## config.mk

```make
export PLATFORM = sky130hd
export DESIGN_NAME = pdial_core
export DESIGN_NICKNAME = d
export VERILOG_FILES = /design/src/common/pdial_pkg.sv /design/src/logic/pdial_core.sv
export SDC_FILE = /design/constraint.sdc
export NUM_CORES = 1
export LEC_CHECK = 0
export ABC_AREA = 1
export BUFFER_PORTS_ARGS = -buffer_cell sky130_fd_sc_hd__clkbuf_2
export CAP_MARGIN = 5
export CORE_AREA = 2 2 154 156
export CTS_BUF_LIST = sky130_fd_sc_hd__clkbuf_4
export DETAILED_ROUTE_END_ITERATION = 10
export DIE_AREA = 0 0 156 158
export MAX_ROUTING_LAYER = met4
export PLACE_DENSITY = 0.85
export SLEW_MARGIN = 20
export SYNTH_ARGS = -nofsm -noshare
export SYNTH_HDL_FRONTEND = slang
export SYNTH_SLANG_ARGS = --single-unit
```

## constraint.sdc

```tcl
create_clock -name clk -period 7.05 [get_ports clk]
set_input_delay 1.41 -clock clk [delete_from_list [all_inputs] [get_ports clk]]
set_output_delay 1.41 -clock clk [all_outputs]
set_load 0.02 [all_outputs]
```

## src/common/pdial_pkg.sv

```systemverilog
// Constants, codes and timing for the pulse dialler with redial memory
package pdial_pkg;

	// Clock and dialling rates
	localparam int CLK_HZ = 100_000_000;
	localparam int PULSE_RATE_NORM_HZ = 10;
	localparam int PULSE_RATE_TEST_HZ = 932;
	// System ticks in one dialling pulse period
	localparam int TICKS_PER_PULSE = 10;
	localparam int DIV_NORM_CYCLES = CLK_HZ / (PULSE_RATE_NORM_HZ * TICKS_PER_PULSE);
	localparam int DIV_TEST_CYCLES = CLK_HZ / (PULSE_RATE_TEST_HZ * TICKS_PER_PULSE);

	// Power break delay: 1,6 pulse periods, about 160 ms at the normal rate
	localparam int POWER_BREAK_MS = 160;
	localparam int POWER_BREAK_TENTHS = 16;
	localparam int POWER_BREAK_TICKS = POWER_BREAK_TENTHS * TICKS_PER_PULSE / 10;

	// Key debounce, in system tick periods
	localparam logic [2:0] KEY_ACCEPT_TICKS = 3'h4;
	localparam logic [2:0] KEY_RELEASE_TICKS = 3'h3;

	// Pulse shape and digit gap, in system tick periods
	localparam logic [3:0] BREAK_TICKS = 4'h6;
	localparam logic [3:0] MAKE_TICKS = 4'h4;
	localparam logic [3:0] DIGIT_GAP_TICKS = 4'h8;

	// Redial memory and buffer
	localparam int MEM_DEPTH = 23;
	localparam int IDX_W = 5;
	localparam logic [IDX_W-1:0] IDX_LAST = 5'h16;
	localparam int CODE_W = 4;
	localparam int FIFO_DEPTH = 16;

	// Keycodes: digits carry their pulse count, zero gives ten
	localparam logic [3:0] KEY_ZERO = 4'hA;
	localparam logic [3:0] KEY_STAR = 4'hB;
	localparam logic [3:0] KEY_REDIAL = 4'hC;

	typedef enum logic [1:0] {KEY_IDLE, KEY_CLOSED, KEY_OPEN} pdial_key_state_t;
	typedef enum logic [2:0] {
		PUL_IDLE, PUL_GAP, PUL_BREAK, PUL_MAKE, PUL_HOLD
	} pdial_pulse_state_t;

endpackage

```

## src/logic/pdial_core.sv

```systemverilog
// Pulse dialler: keypad debounce, redial memory, digit buffer, pulse output
// Overview of operation
// - Redial memory keeps up to 23 keycodes of the last number.
// - System tick divided from clock; speed select picks a pulse rate of 10 Hz or 932 Hz.
// - Line power low: tick stops, keys ignored, debounce and pulse logic frozen, memory kept.
// - Line power high: tick runs, logic released, keys accepted.
// - Low longer than break delay gives internal reset and standby.
// - Exactly one column high and one row low is a key; else rejected.
// - Key stored only after four or five closed tick periods.
// - Next key waits until contact open three or four tick periods.
// - Closures are sampled on system ticks, one period uncertainty.
// - Accepted keycode written at store index, then index incremented.
// - Each fetch increments recall index; unequal indices mean pending.
// - From the 23rd key the store index wraps and overwrites; redial blocked until next call.
// - First non-redial key resets store index, stores at zero, increments.
// - First key redial keeps store index and pulses all stored digits.
// - Keys ignored during redial; accepted again once all are pulsed.
// - Pause input stops dialling after current digit or after a gap.
// - Combined drive equals line pulse AND silence.
// - Second silence output is the inverse of silence.
// - Break delay is 1,6 pulse periods of continuous low power.
// - Silence rises once a code is stored, falls when all pulsed.
// - Each digit loads a counter producing that many timed pulses.
// - After pause, resume only once pause is low and a gap elapsed.
`timescale 1ns/1ps
`default_nettype none

// Simple flop FIFO, stalls its filler when full
module pdial_fifo #(
	parameter int WIDTH = 4,
	parameter int DEPTH = 16
) (
	// Clock and reset
	input wire logic clk,
	input wire logic rst_n,
	// Fill side
	input wire logic in_valid,
	output logic in_ready,
	input wire logic [WIDTH-1:0] in_data,
	// Drain side
	output logic out_valid,
	input wire logic out_ready,
	output logic [WIDTH-1:0] out_data
);
	localparam int AW = $clog2(DEPTH);

	logic [WIDTH-1:0] store_reg [DEPTH];
	logic [AW-1:0] wr_reg, wr_next, rd_reg, rd_next;
	logic [AW:0] cnt_reg, cnt_next;
	logic push, pop;

	assign in_ready = (cnt_reg != DEPTH[AW:0]);
	assign out_valid = (cnt_reg != '0);
	assign out_data = store_reg[rd_reg];
	assign push = in_valid && in_ready;
	assign pop = out_valid && out_ready;

	// Pointer and fill count update
	always_comb begin
		wr_next = push ? wr_reg + 1'b1 : wr_reg;
		rd_next = pop ? rd_reg + 1'b1 : rd_reg;
		cnt_next = cnt_reg;
		if (push && !pop) begin
			cnt_next = cnt_reg + 1'b1;
		end else if (pop && !push) begin
			cnt_next = cnt_reg - 1'b1;
		end
	end

	always_ff @(posedge clk) begin
		if (!rst_n) begin
			wr_reg <= '0;
			rd_reg <= '0;
			cnt_reg <= '0;
		end else begin
			wr_reg <= wr_next;
			rd_reg <= rd_next;
			cnt_reg <= cnt_next;
		end
	end

	// Storage needs no reset; only counted entries are read
	always_ff @(posedge clk) begin
		if (push) begin
			store_reg[wr_reg] <= in_data;
		end
	end
endmodule

module pdial_core
	import pdial_pkg::*;
#(
	parameter int DIV_NORM = DIV_NORM_CYCLES,
	parameter int DIV_TEST = DIV_TEST_CYCLES
) (
	// Clock and reset
	input wire logic clk,
	input wire logic rst_n,
	// Line and mode inputs
	input wire logic line_power_present,
	input wire logic pulse_speed_select,
	input wire logic dial_pause,
	// Keypad matrix
	input wire logic [2:0] keypad_column,
	input wire logic [3:0] keypad_row,
	// Line outputs
	output logic line_pulse_out,
	output logic silence_out,
	output logic silence_n_out,
	output logic pulse_hush_drive
);
	// Divider and power break state
	logic [31:0] div_reg, div_next, brk_reg, brk_next;
	logic tick, brk_pulse, core_rst_n;
	logic [31:0] div_len, brk_len;

	assign div_len = pulse_speed_select ? DIV_TEST : DIV_NORM;
	assign brk_len = div_len * POWER_BREAK_TICKS;
	// Runs when powered
	// A rate change may leave the count past the new end; catch up at once
	assign tick = line_power_present && (div_reg >= div_len - 1);
	assign brk_pulse = !line_power_present && (brk_reg == brk_len - 1);
	assign core_rst_n = rst_n && !brk_pulse;

	// Divider stops with line power; break counter runs only while low
	always_comb begin
		div_next = div_reg + 1;
		if (!line_power_present || tick) begin
			div_next = '0;
		end
		brk_next = '0;
		if (!line_power_present) begin
			brk_next = (brk_reg >= brk_len) ? brk_reg : brk_reg + 1;
		end
	end

	always_ff @(posedge clk) begin
		if (!rst_n) begin
			div_reg <= '0;
			brk_reg <= '0;
		end else begin
			div_reg <= div_next;
			brk_reg <= brk_next;
		end
	end

	// Keypad decode: columns idle low, rows idle high
	logic key_valid;
	logic [3:0] key_code;
	logic [1:0] col_idx, row_idx;
	logic col_one, row_one;

	always_comb begin
		col_idx = 2'h0;
		row_idx = 2'h0;
		col_one = 1'b1;
		row_one = 1'b1;
		case (keypad_column)
			3'h1: col_idx = 2'h0;
			3'h2: col_idx = 2'h1;
			3'h4: col_idx = 2'h2;
			default: col_one = 1'b0;
		endcase
		case (~keypad_row)
			4'h1: row_idx = 2'h0;
			4'h2: row_idx = 2'h1;
			4'h4: row_idx = 2'h2;
			4'h8: row_idx = 2'h3;
			default: row_one = 1'b0;
		endcase
		if (row_idx == 2'h3) begin
			key_code = (col_idx == 2'h0) ? KEY_STAR :
				(col_idx == 2'h1) ? KEY_ZERO : KEY_REDIAL;
		end else begin
			key_code = 4'(row_idx * 3 + col_idx + 1);
		end
	end

	logic redial_reg, redial_next;
	assign key_valid = col_one && row_one && line_power_present && !redial_reg;

	// Debounce, sampled only on system ticks
	pdial_key_state_t kst_reg, kst_next;
	logic [2:0] kcnt_reg, kcnt_next;
	logic [3:0] kcode_reg, kcode_next;
	logic key_accept;

	always_comb begin
		kst_next = kst_reg;
		kcnt_next = kcnt_reg;
		kcode_next = kcode_reg;
		key_accept = 1'b0;
		if (tick) begin
			case (kst_reg)
				KEY_IDLE: begin
					if (key_valid) begin
						kst_next = KEY_CLOSED;
						kcnt_next = 3'h1;
						kcode_next = key_code;
					end
				end
				KEY_CLOSED: begin
					if (!key_valid || key_code != kcode_reg) begin
						kst_next = KEY_IDLE;
					end else if (kcnt_reg + 3'h1 == KEY_ACCEPT_TICKS) begin
						key_accept = 1'b1;
						kst_next = KEY_OPEN;
						kcnt_next = 3'h0;
					end else begin
						kcnt_next = kcnt_reg + 3'h1;
					end
				end
				KEY_OPEN: begin
					if (keypad_column != 3'h0 || keypad_row != 4'hF) begin
						kcnt_next = 3'h0;
					end else if (kcnt_reg + 3'h1 == KEY_RELEASE_TICKS) begin
						kst_next = KEY_IDLE;
					end else begin
						kcnt_next = kcnt_reg + 3'h1;
					end
				end
				default: kst_next = KEY_IDLE;
			endcase
		end
	end

	always_ff @(posedge clk) begin
		if (!core_rst_n) begin
			kst_reg <= KEY_IDLE;
			kcnt_reg <= 3'h0;
			kcode_reg <= 4'h0;
		end else begin
			kst_reg <= kst_next;
			kcnt_reg <= kcnt_next;
			kcode_reg <= kcode_next;
		end
	end

	// Redial memory and its two indices
	logic [3:0] mem_reg [MEM_DEPTH];
	logic [IDX_W-1:0] store_index_reg, store_index_next;
	logic [IDX_W-1:0] recall_index_reg, recall_index_next;
	logic overflow_reg, overflow_next, first_key_reg, first_key_next;
	logic [IDX_W-1:0] wr_idx;
	logic mem_we, fetch, pending, fifo_in_ready, fifo_out_valid, pop;
	logic [3:0] fifo_out_data;
	logic pulse_idle;

	assign pending = (recall_index_reg != store_index_reg);

	always_comb begin
		store_index_next = store_index_reg;
		recall_index_next = recall_index_reg;
		overflow_next = overflow_reg;
		first_key_next = first_key_reg;
		redial_next = redial_reg;
		mem_we = 1'b0;
		fetch = 1'b0;
		wr_idx = first_key_reg ? '0 : store_index_reg;
		if (key_accept && first_key_reg && kcode_reg == KEY_REDIAL) begin
			if (!overflow_reg && store_index_reg != '0) begin
				redial_next = 1'b1;
				recall_index_next = '0;
				first_key_next = 1'b0;
			end
		end else if (key_accept) begin
			mem_we = 1'b1;
			first_key_next = 1'b0;
			if (first_key_reg) begin
				overflow_next = 1'b0;
				recall_index_next = '0;
			end
			if (wr_idx == IDX_LAST) begin
				store_index_next = '0;
				overflow_next = 1'b1;
			end else begin
				store_index_next = wr_idx + 1'b1;
			end
		end
		if (!(key_accept && first_key_reg) && pending && fifo_in_ready) begin
			fetch = 1'b1;
			recall_index_next = (recall_index_reg == IDX_LAST) ?
				'0 : recall_index_reg + 1'b1;
		end
		if (redial_reg && !pending && !fifo_out_valid && pulse_idle) begin
			redial_next = 1'b0;
		end
	end

	// Store index and overflow survive the power break reset
	always_ff @(posedge clk) begin
		if (!rst_n) begin
			store_index_reg <= '0;
			overflow_reg <= 1'b0;
		end else begin
			store_index_reg <= store_index_next;
			overflow_reg <= overflow_next;
		end
	end

	always_ff @(posedge clk) begin
		if (!rst_n) begin
			recall_index_reg <= '0;
			first_key_reg <= 1'b1;
			redial_reg <= 1'b0;
		end else if (brk_pulse) begin
			recall_index_reg <= store_index_reg;
			first_key_reg <= 1'b1;
			redial_reg <= 1'b0;
		end else begin
			recall_index_reg <= recall_index_next;
			first_key_reg <= first_key_next;
			redial_reg <= redial_next;
		end
	end

	// Memory contents are never reset, so a redial survives standby
	always_ff @(posedge clk) begin
		if (mem_we) begin
			mem_reg[wr_idx] <= kcode_reg;
		end
	end

	// Fetched digits wait here; a held pause backs up into the fetcher
	pdial_fifo #(
		.WIDTH(CODE_W),
		.DEPTH(FIFO_DEPTH)
	) u_fifo (
		.clk(clk),
		.rst_n(core_rst_n),
		.in_valid(fetch),
		.in_ready(fifo_in_ready),
		.in_data(mem_reg[recall_index_reg]),
		.out_valid(fifo_out_valid),
		.out_ready(pop),
		.out_data(fifo_out_data)
	);

	// Pulse generator, steps on system ticks only
	pdial_pulse_state_t pst_reg, pst_next;
	logic [3:0] ptime_reg, ptime_next, pcount_reg, pcount_next;
	logic silence_reg, silence_next, line_pulse_reg, line_pulse_next;
	logic hush_reg, hush_next;

	assign pulse_idle = (pst_reg == PUL_IDLE);

	always_comb begin
		pst_next = pst_reg;
		ptime_next = ptime_reg;
		pcount_next = pcount_reg;
		pop = 1'b0;
		if (tick) begin
			case (pst_reg)
				PUL_IDLE: begin
					if (fifo_out_valid) begin
						pst_next = PUL_GAP;
						ptime_next = 4'h0;
					end
				end
				PUL_GAP: begin
					if (ptime_reg + 4'h1 != DIGIT_GAP_TICKS) begin
						ptime_next = ptime_reg + 4'h1;
					end else if (dial_pause) begin
						pst_next = PUL_HOLD;
					end else if (fifo_out_valid) begin
						pop = 1'b1;
						ptime_next = 4'h0;
						pcount_next = (fifo_out_data > KEY_ZERO) ?
							4'h0 : fifo_out_data;
						pst_next = (fifo_out_data > KEY_ZERO) ?
							PUL_GAP : PUL_BREAK;
					end else begin
						pst_next = PUL_IDLE;
					end
				end
				PUL_BREAK: begin
					ptime_next = ptime_reg + 4'h1;
					if (ptime_reg + 4'h1 == BREAK_TICKS) begin
						pst_next = PUL_MAKE;
						ptime_next = 4'h0;
						pcount_next = pcount_reg - 4'h1;
					end
				end
				PUL_MAKE: begin
					ptime_next = ptime_reg + 4'h1;
					if (ptime_reg + 4'h1 == MAKE_TICKS) begin
						ptime_next = 4'h0;
						if (pcount_reg != 4'h0) begin
							pst_next = PUL_BREAK;
						end else if (dial_pause) begin
							pst_next = PUL_HOLD;
						end else begin
							pst_next = PUL_GAP;
						end
					end
				end
				PUL_HOLD: begin
					if (!dial_pause) begin
						pst_next = PUL_GAP;
						ptime_next = 4'h0;
					end
				end
				default: pst_next = PUL_IDLE;
			endcase
		end
		line_pulse_next = (pst_next == PUL_BREAK);
		silence_next = pending || fifo_out_valid || (pst_next != PUL_IDLE);
		hush_next = line_pulse_next && silence_next;
	end

	always_ff @(posedge clk) begin
		if (!core_rst_n) begin
			pst_reg <= PUL_IDLE;
			ptime_reg <= 4'h0;
			pcount_reg <= 4'h0;
			line_pulse_reg <= 1'b0;
			silence_reg <= 1'b0;
			hush_reg <= 1'b0;
		end else begin
			pst_reg <= pst_next;
			ptime_reg <= ptime_next;
			pcount_reg <= pcount_next;
			line_pulse_reg <= line_pulse_next;
			silence_reg <= silence_next;
			hush_reg <= hush_next;
		end
	end

	assign line_pulse_out = line_pulse_reg;
	assign silence_out = silence_reg;
	assign silence_n_out = ~silence_reg;
	assign pulse_hush_drive = hush_reg;
endmodule

`default_nettype wire

```

==> results of run 1 <==
-- cell families after synthesis --
logic type | Yosys count | share of synthesized area (%)
flops | 278 | 52.5
simple gates | 650 | 20.9
xor+xnor | 43 | 2.77
mux | 6 | 0.442
buf+inv | 216 | 6.12
compound gates | 268 | 11.3
fa+ha+maj | 63 | 5.97
other cells | 1 | 0.0276
-- area by class of cell --
cell class	instances	area, sq um	share of cell area [%]
clock inverters	14	80.1	0.541
diodes	1	2.50	0.0169
well taps	290	363	2.45
clock buffers	105	788	5.32
inverters	169	634	4.28
multi-input cells	1041	5670	38.3
flip-flops and latches	278	7130	48.1
repair buffers	24	143	0.963
-- through the flow --
stage | total power [mW] | cells | utilization (%)
global route | 4.46 | 1922 | 64.2
global placement | 2.85 | 1802 | 60.5
detailed placement | 2.89 | 1802 | 60.5
CTS | 4.24 | 1921 | 64.2
finish | 4.23 | 1922 | 64.2
floorplan | 2.61 | 1535 | -
-- tightest hold or removal path, cell delays in order, from the launching register on --
cell and delay [ns]:
dfxtp_1 0.30, inv_1 0.04, nor2_1 0.03
-- metal layers --
| metal | part of all wire, % | vias up | track usage (%) |
|---|---|---|---|
| li1 | - | 5360 | - |
| met1 | 41 | 5117 | 30.7 |
| met2 | 48 | 463 | 41.4 |
| met3 | 8.0 | 78 | 4.98 |
| met4 | 2.7 | 0 | 9.96 |
| met5 | 0 | - | - |
-- cells in the final DEF, fill, tap and decap left out, types with 26 or more instances in the layout --
master	Yosys	final
a21oi_1	84	84
clkbuf_4	0	105
dfxtp_1	122	121
edfxtp_1	156	156
ha_1	60	60
inv_1	164	164
nand2_1	235	235
nand3_1	114	114
nand4_1	26	26
nor2_1	216	216
o21ai_0	109	109
xor2_1	30	30
-- Yosys cell counts (4+ instances only) --
library cell / n
nand2_1: 235
nor2_1: 216
inv_1: 164
edfxtp_1: 156
dfxtp_1: 122
nand3_1: 114
o21ai_0: 109
a21oi_1: 84
ha_1: 60
clkbuf_1: 32
xor2_1: 30
nand4_1: 26
nor3_1: 21
o211ai_1: 20
xnor2_1: 13
a31oi_1: 12
buf_2: 12
nor4_1: 11
o22ai_1: 9
o221ai_1: 8
nor3b_1: 7
a211oi_1: 6
mux2i_1: 6
o21a_1: 5
inv_2: 4
nor3_2: 4
-- where the power goes --
part | internal [mW] | switching, mW | leakage [nW]
sequential | 1.89 | 0.0768 | 2.47
clock | 0.712 | 0.636 | 0.523
combinational | 0.285 | 0.630 | 2.88
-- final timing paths --
path | end | cells after the start | from | slack [ns]
hold reg to reg | brk_reg[25]$_SDFFE_PP0N_ | 2 | brk_reg[25]$_SDFFE_PP0N_ | 0.42
setup reg to reg | u_fifo.cnt_reg[4]$_SDFFE_PN0P_ | 17 | kcode_reg[2]$_SDFFE_PN0P_ | 3.40
setup / recovery | u_fifo.cnt_reg[4]$_SDFFE_PN0P_ | 24 | keypad_row[2] | 2.09
hold / removal | brk_reg[25]$_SDFFE_PP0N_ | 2 | brk_reg[25]$_SDFFE_PP0N_ | 0.42
==> run summary, run 1 <==
status -> finished clean
min Tclk post-route -> 4.96 ns
largest area contributor in the netlist -> edfxtp_1
CP Launch Type -> input port
Post-DP Area -> 13,900 sq um
Post-CTS Setup Inserts -> 0
core area -> 23,100 sq um
Post-CTS Resized -> 0
worst min-delay path class -> flop to flop
first-pass GRT wire length -> 48,900 um
CTS Hold Bufs -> 0
fin nets -> 1,660
drt first pass iters -> 6
share of flip-flops with an asynchronous set or reset -> 0%
vias per std cell -> 5.73
ratio of cells with drive above 1 in the final layout -> 9.69%
Static Leakage -> 5.87 nW
syn_area_per_cell -> 8.91 sq um
Post-synth EDFFs -> 156
IR drop worst, VDD -> 163 uV
max-capacitance violation count -> 0
PwrDens -> 286 nW/um^2
DRT antenna net count -> 0
crit path cell chain -> clkbuf_2, nand2_1, nor3_1, a31oi_1, fa_1, inv_1, fa_1, or2_2, nand3_1, nand2_1, nor2_1, nand3_1, nor2_4, nand4_4, nand2_4, inv_2, ha_1, inv_1, ha_1, a21o_1, a31oi_1, xor2_1, nand2_1, a21oi_1
layout overhead on the synthesized area -> 9.04%
GRT overflow -> 0
vias in the first global route -> 10.4k
fin area -> 14,800 sq um
Final Hold Fails -> 0
area share of the largest cell type after synthesis -> 34.5%
Setup violations, final -> 0
initial antenna violation count -> 1
Cell Rows -> 56
unrepaired setup endpoints after global routing -> false
Mapped Area -> 13,600 sq um
CTS Sinks -> 278
CTS tree -> built
pre-CTS setup slack -> 1.45 ns
Worst Path Class, Setup -> input port to flop
drt initial violations -> 989
total CTS buffers -> 71
Residual DRC -> 0
H-tree depth -> 3
Initial Utilization -> 58.9%
Setup TNS -> 0 ns
Worst Path Buf+Inv -> 4
GPL Wtd Cong -> 0.914
period utilization -> 70.3%
PortBufs -> 15
clock tree buffer depth -> 3
Synth warnings -> 0
kind of cell adding the most delay to the critical path -> simple AND/OR/NAND/NOR gates
setup skew after layout -> 0.0447 ns
CP peak stage delay -> 0.55 ns
Synth area leaders -> edfxtp_1 (34%), dfxtp_1 (18%), nand2_1 (6.5%)
post-synthesis cell type count -> 50
DR WL/cell -> 15.4 um
Max Slew Vio Count -> 0
root cell of the clock tree -> clkbuf_4
Post-Synthesis Cells -> 1,525
Clk pin slew, worst setup/hold paths -> 0.06 ns
Slew @ Worst Pin -> 1.11 ns
dominant synthesized flop cell -> edfxtp_1
pin count of the biggest net entering global routing -> 59
# fillers -> 1,763
post-route setup slack -> 2.09 ns
CP Max Fanout -> 9
CP Capture Type -> flop
total detailed-routing wirelength -> 29,600 um
CP most frequent cell -> nand2_1
Slew headroom -> 26.1%
post-detail-place hpwl -> 19,500 um
FF+latch count, synth -> 278
clk_lat worst skew -> 0.68 ns
Die Ht -> 158 um
routed vias -> 11.0k
WP data required -> 7.62 ns
Arr. time, crit path -> 5.53 ns
sequential share of the synthesized area -> 52.5%
io pins -> 16
total global-route track usage -> 25.1%
Worst path slowest cell -> fa_1
Die ar. -> 24,600 sq um
max FFs per register -> 92
DIE WIDTH -> 156 um
max frequency -> 0.202 GHz
WHS -> 0.424 ns
Power figures use the tool's default switching activity.
==> inputs of run 2 (changes only) <==
--- a/config.mk
+++ b/config.mk
@@ -5,15 +5,15 @@
 export SDC_FILE = /design/constraint.sdc
 export NUM_CORES = 1
 export LEC_CHECK = 0
-export ABC_AREA = 1
+export ABC_AREA = 0
 export BUFFER_PORTS_ARGS = -buffer_cell sky130_fd_sc_hd__clkbuf_2
 export CAP_MARGIN = 5
-export CORE_AREA = 2 2 154 156
+export CORE_AREA = 2 2 151 153
 export CTS_BUF_LIST = sky130_fd_sc_hd__clkbuf_4
 export DETAILED_ROUTE_END_ITERATION = 10
-export DIE_AREA = 0 0 156 158
+export DIE_AREA = 0 0 153 155
 export MAX_ROUTING_LAYER = met4
-export PLACE_DENSITY = 0.85
+export PLACE_DENSITY = 0.86
 export SLEW_MARGIN = 20
 export SYNTH_ARGS = -nofsm -noshare
 export SYNTH_HDL_FRONTEND = slang
==> constraint.sdc (replaced) <==
create_clock -name clk -period 4.7 [get_ports clk]
set_input_delay 0.94 -clock clk [delete_from_list [all_inputs] [get_ports clk]]
set_output_delay 0.94 -clock clk [all_outputs]
set_load 0.02 [all_outputs]
==> run 2 against run 1 <==
Die area shrank 3.8%; largest cell class unchanged; highest routed layer unchanged; sequential power grew 49%; setup slack lost 1.5 ns; area after synthesis shrank 3.8%; sequential cell count is the same; total power grew 48%; synthesized cell count shrank 27%; critical path type unchanged; clock-buffer cell count shrank 10.
==> run summary, run 2 <==
CP Launch Point -> keypad_row[3]
vias per std cell -> 5.93 (+3.5%)
CTS Sinks -> 278 (unchanged)
post-route setup slack -> 0.570 ns (-1.52 ns)
Commonest cells post-synth -> edfxtp_1 (156), nor2_1 (131), dfxtp_1 (122)
Post-DP Area -> 13,800 sq um (-1.0%)
share of flip-flops with an asynchronous set or reset -> 0% (unchanged)
fin nets -> 1,291 (-22%)
pre-CTS setup slack -> -0.117 ns (-1.57 ns)
FF-to-FF setup slack -> 0.99 ns (-2.41 ns)
setup skew after layout -> 0.0509 ns (+0.00625 ns)
DR WL/cell -> 17.9 um (+16%)
drt initial violations -> 634 (-36%)
Residual DRC -> 0 (unchanged)
worst setup path endpoint -> u_fifo.cnt_reg[4]$_SDFFE_PN0P_
Synth area leaders -> edfxtp_1 (36%), dfxtp_1 (19%), mux4_2 (7.2%)
min Tclk post-route -> 4.13 ns
most common cell in the netlist -> edfxtp_1
H-tree depth -> 3 (unchanged)
Sequential Area -> 7130 sq um (unchanged)
Post-Synthesis Cells -> 1,113 (-27%)
Die ar. -> 23,700 sq um (-3.8%)
busiest grt layer -> met2
vias in the first global route -> 9,312 (-11%)
CTS Hold Bufs -> 0 (unchanged)
CP most frequent cell -> nor2_1
layout overhead on the synthesized area -> 12.3%
post-synthesis cell type count -> 72 (+44%)
initial antenna violation count -> 0 (-1)
area share of the largest cell type after synthesis -> 35.9% (+1.4 points)
Post-CTS Resized -> 0 (unchanged)
worst min-delay path class -> flop to flop
Worst path slowest cell -> fa_1
max-capacitance violation count -> 0 (unchanged)
PwrDens -> 426 nW/um^2 (+49%)
commonest non-fill, non-tap cell in the layout -> edfxtp_1
CP Capture Type -> flop
fin area -> 14,700 sq um (-0.94%)
ratio of cells with drive above 1 in the final layout -> 19.1% (+9.5 points)
met3 usage -> 4.65% (-0.33 points)
FF+latch count, synth -> 278 (unchanged)
Cell Rows -> 55 (-1.8%)
IR drop worst, VDD -> 234 uV (+44%)
CP peak stage delay -> 0.55 ns (about the same)
Reg2Reg Launch Point -> div_reg[29]$_SDFF_PP0_
FF-to-FF End -> u_fifo.cnt_reg[4]$_SDFFE_PN0P_
status -> finished clean
total detailed-routing wirelength -> 27,700 um (-6.1%)
routed vias -> 9,197 (-17%)
max frequency -> 0.242 GHz
final core utilization -> 66.0% (+1.8 points)
CP Depth -> 22 (-8.3%)
period utilization -> 87.9%
GRT overflow -> 0 (unchanged)
syn_area_per_cell -> 11.7 sq um (+32%)
DIE WIDTH -> 153 um (-1.9%)
Worst Path Class, Setup -> input port to flop
Post-synth EDFFs -> 156 (unchanged)
Max Slew Vio Count -> 0 (unchanged)
total CTS buffers -> 67 (-5.6%)
Arr. time, crit path -> 4.70 ns (-0.83 ns)
total global-route track usage -> 24.6% (-0.58 points)
drt first pass iters -> 6 (unchanged)
io pins -> 16 (unchanged)
CP Max Fanout -> 4 (-5)
Post-CTS Setup Inserts -> 0 (unchanged)
Setup violations, final -> 0 (unchanged)
clk_lat worst skew -> 0.70 ns (+0.02 ns)
Slew headroom -> 30.5% (+4.3 points)
Die Ht -> 155 um (-1.9%)
max FFs per register -> 92 (unchanged)
CTS tree -> built
WP data required -> 5.27 ns (-2.35 ns)
cells on worst reg2reg path -> 16 (-1)
crit path cell chain -> clkbuf_2, xor2_1, nor2b_2, inv_1, fa_1, inv_2, fa_2, nor2_1, a21oi_1, o21ai_1, nor4_4, and4b_1, nor2_4, ha_4, inv_4, ha_4, a21o_1, a21oi_2, xnor2_1, nor2_1, xnor2_1, nor2_1
pin count of the biggest net entering global routing -> 28 (-53%)
CP Launch Type -> input port
Worst Path Buf+Inv -> 4 (unchanged)
Slew @ Worst Pin -> 1.04 ns (-0.0636 ns)
first-pass GRT wire length -> 45,900 um (-6.2%)
most frequent cells in the layout -> edfxtp_1 (156), nor2_1 (131), dfxtp_1 (121), clkbuf_4 (95), nand2_1 (67)
kind of cell adding the most delay to the critical path -> adder cells
unrepaired setup endpoints after global routing -> false
dominant synthesized flop cell -> edfxtp_1
DRT antenna net count -> 0 (unchanged)
post-detail-place hpwl -> 19,000 um (-2.6%)
GPL Wtd Cong -> 0.906 (-0.80%)
Final Hold Fails -> 0 (unchanged)
root cell of the clock tree -> clkbuf_4
PortBufs -> 15 (unchanged)
multi-input logic area -> 5690 sq um (+0.31%)
Static Leakage -> 5.28 nW (-10%)
Mapped Area -> 13,100 sq um (-3.8%)
# fillers -> 1,560 (-12%)
Synth warnings -> 0 (unchanged)
met1 Use GR -> 28.8% (-2.0 points)
core area -> 22,200 sq um (-3.6%)
Clk pin slew, worst setup/hold paths -> 0.07 ns (about the same)
sequential share of the synthesized area -> 54.6% (+2.1 points)
clock tree buffer depth -> 3 (unchanged)
Initial Utilization -> 58.8% (-0.14 points)
GR Layer Usage met2 -> 42.2% (+0.77 points)
largest area contributor in the netlist -> edfxtp_1
-- run 2: metrics by stage --
| step | power [mW] | cells | hold slack [ns] | setup TNS (ns) |
|---|---|---|---|---|
| 2_1_floorplan | 3.88 | 1123 | 0.428 | -0.306 |
| 3_5_place_dp | 4.25 | 1432 | 0.465 | -0.216 |
| 4_1_cts | 6.26 | 1549 | 0.478 | 0 |
| 3_3_place_gp | 4.19 | 1432 | 0.449 | -0.106 |
| 5_1_grt | 6.53 | 1549 | 0.494 | 0 |
| 6_report | 6.24 | 1550 | 0.476 | 0 |
-- run 2: worst register-to-register path, stage by stage, from the launching register on --
cell	delay [ns]
dfxtp_1	0.29
or4_1	0.52
a2111oi_0	0.45
nand4_1	0.19
a211oi_2	0.40
buf_4	0.24
nor3_1	0.08
inv_1	0.16
ha_4	0.17
inv_4	0.05
fa_2	0.35
a21o_1	0.20
a21oi_2	0.12
xnor2_1	0.12
nor2_1	0.07
xnor2_1	0.15
nor2_1	0.05
-- run 2: worst min path at each step --
stage	from	endpoint	slack (ns)	depth (start not counted)
2_1_floorplan	div_reg[20]$_SDFF_PP0_	div_reg[20]$_SDFF_PP0_	0.43	2
3_3_place_gp	div_reg[20]$_SDFF_PP0_	div_reg[20]$_SDFF_PP0_	0.45	2
3_5_place_dp	div_reg[20]$_SDFF_PP0_	div_reg[20]$_SDFF_PP0_	0.47	2
4_1_cts	overflow_reg$_SDFFE_PN0P_	overflow_reg$_SDFFE_PN0P_	0.48	2
5_1_grt	brk_reg[30]$_SDFFE_PP0N_	brk_reg[30]$_SDFFE_PP0N_	0.49	1
6_report	div_reg[20]$_SDFF_PP0_	div_reg[20]$_SDFF_PP0_	0.48	2
-- run 2: power breakdown --
part	leakage [nW]	switching [mW]	internal [mW]
clock	0.502	0.957	1.05
sequential	2.28	0.137	2.79
combinational	2.49	0.735	0.577
total	5.28	1.83	4.41
-- run 2: cell families after synthesis --
family                   share of synthesized area [%]
buffers and inverters                             2.85
flip-flops                                        54.6
AND/OR/NAND/NOR                                   15.5
multiplexers                                      8.79
AO/OA/AOI/OAI                                     7.53
other                                           0.0287
adder cells (fa/ha/maj)                           6.21
XOR/XNOR                                          4.49
-- run 2: layer usage --
layer,wire length (um),up-vias
li1,-,4332
met1,11100,4436
met2,14100,345
met3,1840,84
met4,731,0
met5,0,-
-- run 2: final cells by class --
| type | instances | area share (%) |
|---|---|---|
| clock buffers | 95 | 4.86 |
| diodes | 1 | 0.0171 |
| inverters | 52 | 1.35 |
| repair buffers | 63 | 2.97 |
| multi-input cells | 754 | 38.8 |
| well taps | 285 | 2.43 |
| clock inverters | 22 | 1.01 |
| flip-flops and latches | 278 | 48.6 |
==> inputs of run 3 (changes only) <==
--- a/config.mk
+++ b/config.mk
@@ -8,13 +8,15 @@
 export ABC_AREA = 0
 export BUFFER_PORTS_ARGS = -buffer_cell sky130_fd_sc_hd__clkbuf_2
 export CAP_MARGIN = 5
-export CORE_AREA = 2 2 151 153
+export CORE_AREA = 2 2 153 155
 export CTS_BUF_LIST = sky130_fd_sc_hd__clkbuf_4
+export CTS_CLUSTER_DIAMETER = 80
 export DETAILED_ROUTE_END_ITERATION = 10
-export DIE_AREA = 0 0 153 155
+export DIE_AREA = 0 0 155 157
 export MAX_ROUTING_LAYER = met4
-export PLACE_DENSITY = 0.86
+export PLACE_DENSITY = 0.85
 export SLEW_MARGIN = 20
 export SYNTH_ARGS = -nofsm -noshare
 export SYNTH_HDL_FRONTEND = slang
+export SYNTH_HIERARCHICAL = 1
 export SYNTH_SLANG_ARGS = --single-unit
==> run 3 against run 2 <==
Combinational power fell by 45%; first-iteration DRC count grew 8.2%; worst hold slack worse by 0.017 ns; total power is 12% lower; clock-buffer cell count up 2; clock power increased by 5%; critical path depth down 1; cell area grew 2.2%; critical endpoint is now u_fifo/cnt_reg[4]$_SDFFE_PN0P_; sequential share of layout area shrank 1.1 points.
==> run summary, run 3 <==
root cell of the clock tree -> clkbuf_4
FF-to-FF setup slack -> 0.96 ns (-0.03 ns)
io pins -> 16 (unchanged)
sequential share of the synthesized area -> 53.3% (-1.2 points)
Cell Rows -> 55 (unchanged)
Die Ht -> 157 um (+1.3%)
sequential power share -> 48.5% (+1.6 points)
drt initial violations -> 686 (+8.2%)
clk_lat worst skew -> 0.70 ns (about the same)
clock tree buffer depth -> 3 (unchanged)
pin count of the biggest net entering global routing -> 30 (+7.1%)
FF-to-FF End -> u_fifo/cnt_reg[4]$_SDFFE_PN0P_
clock share of power -> 38.4% (+6.3 points)
first-pass GRT wire length -> 45,000 um (-1.8%)
Die ar. -> 24,300 sq um (+2.6%)
post-route setup slack -> 0.443 ns (-0.127 ns)
hold path endpoint -> redial_reg$_SDFFE_PP0P_
CP Launch Type -> input port
worst min-delay path class -> flop to flop
Post-synth EDFFs -> 156 (unchanged)
Mapped Area -> 13,400 sq um (+2.3%)
hold path depth -> 2 (unchanged)
P_int -> 4.08 mW (-7.7%)
syn_area_per_cell -> 11.5 sq um (-1.9%)
Arr. time, crit path -> 4.88 ns (+0.18 ns)
Post-CTS Setup Inserts -> 0 (unchanged)
crit path cell chain -> clkbuf_2, xor2_1, and3_1, inv_1, fa_1, inv_2, fa_2, nor2_4, o21a_1, a211oi_1, nand4b_1, nor2_1, a21oi_2, a21boi_4, ha_2, inv_4, ha_1, a21oi_1, a211oi_1, a31oi_1, mux2i_1
DRT antenna net count -> 0 (unchanged)
Synth area leaders -> edfxtp_1 (35%), dfxtp_1 (18%), mux4_2 (6.9%)
max FFs per register -> 92 (unchanged)
largest area contributor in the netlist -> edfxtp_1
PortBufs -> 15 (unchanged)
Final Hold Fails -> 0 (unchanged)
CP Max Fanout -> 5 (+1)
post-synthesis cell type count -> 77 (+6.9%)
vias in the first global route -> 9,350 (+0.41%)
Reg2Reg Launch Point -> div_reg[6]$_SDFF_PP0_
Synth warnings -> 6 (+6)
Worst Path Buf+Inv -> 4 (unchanged)
pre-CTS setup slack -> -0.221 ns (-0.104 ns)
Max Slew Vio Count -> 0 (unchanged)
Setup violations, final -> 0 (unchanged)
WP data required -> 5.32 ns (+0.05 ns)
Clk pin slew, worst setup/hold paths -> 0.06 ns (about the same)
DIE WIDTH -> 155 um (+1.3%)
Residual DRC -> 0 (unchanged)
Switching Fraction -> 25.9% (-3.4 points)
total detailed-routing wirelength -> 27,100 um (-2.5%)
FF+latch count, synth -> 278 (unchanged)
area share of the largest cell type after synthesis -> 35.0% (-0.82 points)
Commonest cells post-synth -> edfxtp_1 (156), nor2_1 (128), dfxtp_1 (122)
core area -> 22,500 sq um (+1.2%)
Worst path slowest cell -> fa_1
Post-Synthesis Cells -> 1,161 (+4.3%)
share of flip-flops with an asynchronous set or reset -> 0% (unchanged)
status -> finished clean
commonest non-fill, non-tap cell in the layout -> edfxtp_1
CTS Hold Bufs -> 0 (unchanged)
total global-route track usage -> 23.6% (-1.0 points)
setup skew after layout -> 0.0616 ns (+0.0107 ns)
initial antenna violation count -> 1 (+1)
Initial Utilization -> 59.4% (+0.63 points)
Post-CTS Resized -> 0 (unchanged)
post-detail-place hpwl -> 18,600 um (-2.3%)
PwrDens -> 367 nW/um^2 (-14%)
unrepaired setup endpoints after global routing -> false
max-capacitance violation count -> 0 (unchanged)
most common cell in the netlist -> edfxtp_1
GRT overflow -> 0 (unchanged)
vias per std cell -> 5.88 (-0.97%)
CTS tree -> built
Static Leakage -> 5.62 nW (+6.6%)
most frequent cells in the layout -> edfxtp_1 (156), nor2_1 (127), dfxtp_1 (122), clkbuf_4 (97), nand2_1 (79)
Slew headroom -> 29.0% (-1.5 points)
period utilization -> 90.6% (+2.7 points)
Worst Path Class, Setup -> input port to flop
cells on worst reg2reg path -> 16 (unchanged)
total power -> 5.50 mW (-12%)
H-tree depth -> 3 (unchanged)
fin nets -> 1,339 (+3.7%)
ratio of cells with drive above 1 in the final layout -> 18.7% (-0.42 points)
CP most frequent cell -> a211oi_1
DR WL/cell -> 16.9 um (-5.5%)
min-delay src -> redial_reg$_SDFFE_PP0P_
drt first pass iters -> 7 (+1)
CP Capture Type -> flop
Slew @ Worst Pin -> 1.06 ns (+0.0207 ns)
CP peak stage delay -> 0.54 ns (about the same)
total CTS buffers -> 74 (+10%)
routed vias -> 9,402 (+2.2%)
layout overhead on the synthesized area -> 12.2% (about the same)
Switch Pwr -> 1.42 mW (-22%)
dominant synthesized flop cell -> edfxtp_1
max frequency -> 0.235 GHz (-3.0%)
IR drop worst, VDD -> 333 uV (+42%)
GPL Wtd Cong -> 0.869 (-4.2%)
CTS Sinks -> 278 (unchanged)
kind of cell adding the most delay to the critical path -> adder cells
min Tclk post-route -> 4.26 ns (+0.127 ns)
combinational share of power -> 13.1% (-7.9 points)
[run 3: cells by family after synthesis]
| kind of cell | synth area share (%) |
|---|---|
| other | 0.0281 |
| flip-flops | 53.3 |
| AO/OA/AOI/OAI | 9.54 |
| AND/OR/NAND/NOR | 16.3 |
| adder cells (fa/ha/maj) | 6.07 |
| XOR/XNOR | 3.08 |
| multiplexers | 8.98 |
| buffers and inverters | 2.74 |
[run 3: layout make-up]
class                      instances  area, sq um
antenna                            1         2.50
clock buffer                      97          728
clock inverter                    29          211
fill                            1596         7500
inverter                          44          168
multi-input combinational        802         5960
sequential                       278         7130
tap                              285          357
timing repair buffer              64          443
[run 3: stage by stage]
stage | hold WS (ns) | cell area, sq um | util, % | TNS (ns) | instances
after detailed placement | 0.446 | 14100 | 62.5 | -0.419 | 1473
after global placement | 0.443 | 14100 | 62.5 | -0.218 | 1473
after global routing | 0.473 | 15000 | 66.6 | 0 | 1600
after floorplan | 0.430 | 13500 | - | 0 | 1171
after CTS | 0.461 | 15000 | 66.6 | 0 | 1599
final | 0.460 | 15000 | 66.6 | 0 | 1600
[run 3: worst max-delay path by stage]
stage	startpoint	endpoint	slack [ns]	depth (start not counted)
floorplan	keypad_row[3]	u_fifo/cnt_reg[3]$_SDFFE_PN0P_	0.02	20
global placement	keypad_row[3]	u_fifo/cnt_reg[4]$_SDFFE_PN0P_	-0.13	21
detailed placement	keypad_row[3]	u_fifo/cnt_reg[4]$_SDFFE_PN0P_	-0.22	21
CTS	keypad_row[3]	u_fifo/cnt_reg[4]$_SDFFE_PN0P_	0.51	21
global route	keypad_row[3]	u_fifo/cnt_reg[4]$_SDFFE_PN0P_	0.25	21
finish	keypad_row[3]	u_fifo/cnt_reg[4]$_SDFFE_PN0P_	0.44	21
[run 3: per-layer routing]
metal / vias to the layer above / GRT usage, % / share of wire, %
met5: - / - / 0
met4: 0 / 8.07 / 1.9
met3: 52 / 4.93 / 5.6
met2: 265 / 39.0 / 50
met1: 4521 / 29.1 / 43
li1: 4564 / - / -
[run 3: power by group through the flow]
stage               Clock, mW  Combinational (mW)  Sequential (mW)
global placement            0               0.684             2.71
global route             2.30               0.788             2.67
floorplan                   0               0.512             2.70
CTS                      2.16               0.714             2.67
finish                   2.11               0.720             2.67
detailed placement          0               0.709             2.72
[run 3: worst register-to-register path: cells and delay by family (launching register included)]
| family | cells | cell delay (ns) |
|---|---|---|
| AOI/OAI and AO/OA | 6 | 0.92 |
| muxes | 1 | 0.22 |
| buffers and inverters | 2 | 0.27 |
| adders and majority gates | 3 | 0.81 |
| and+or+nand+nor | 4 | 1.09 |
| DFF | 1 | 0.37 |
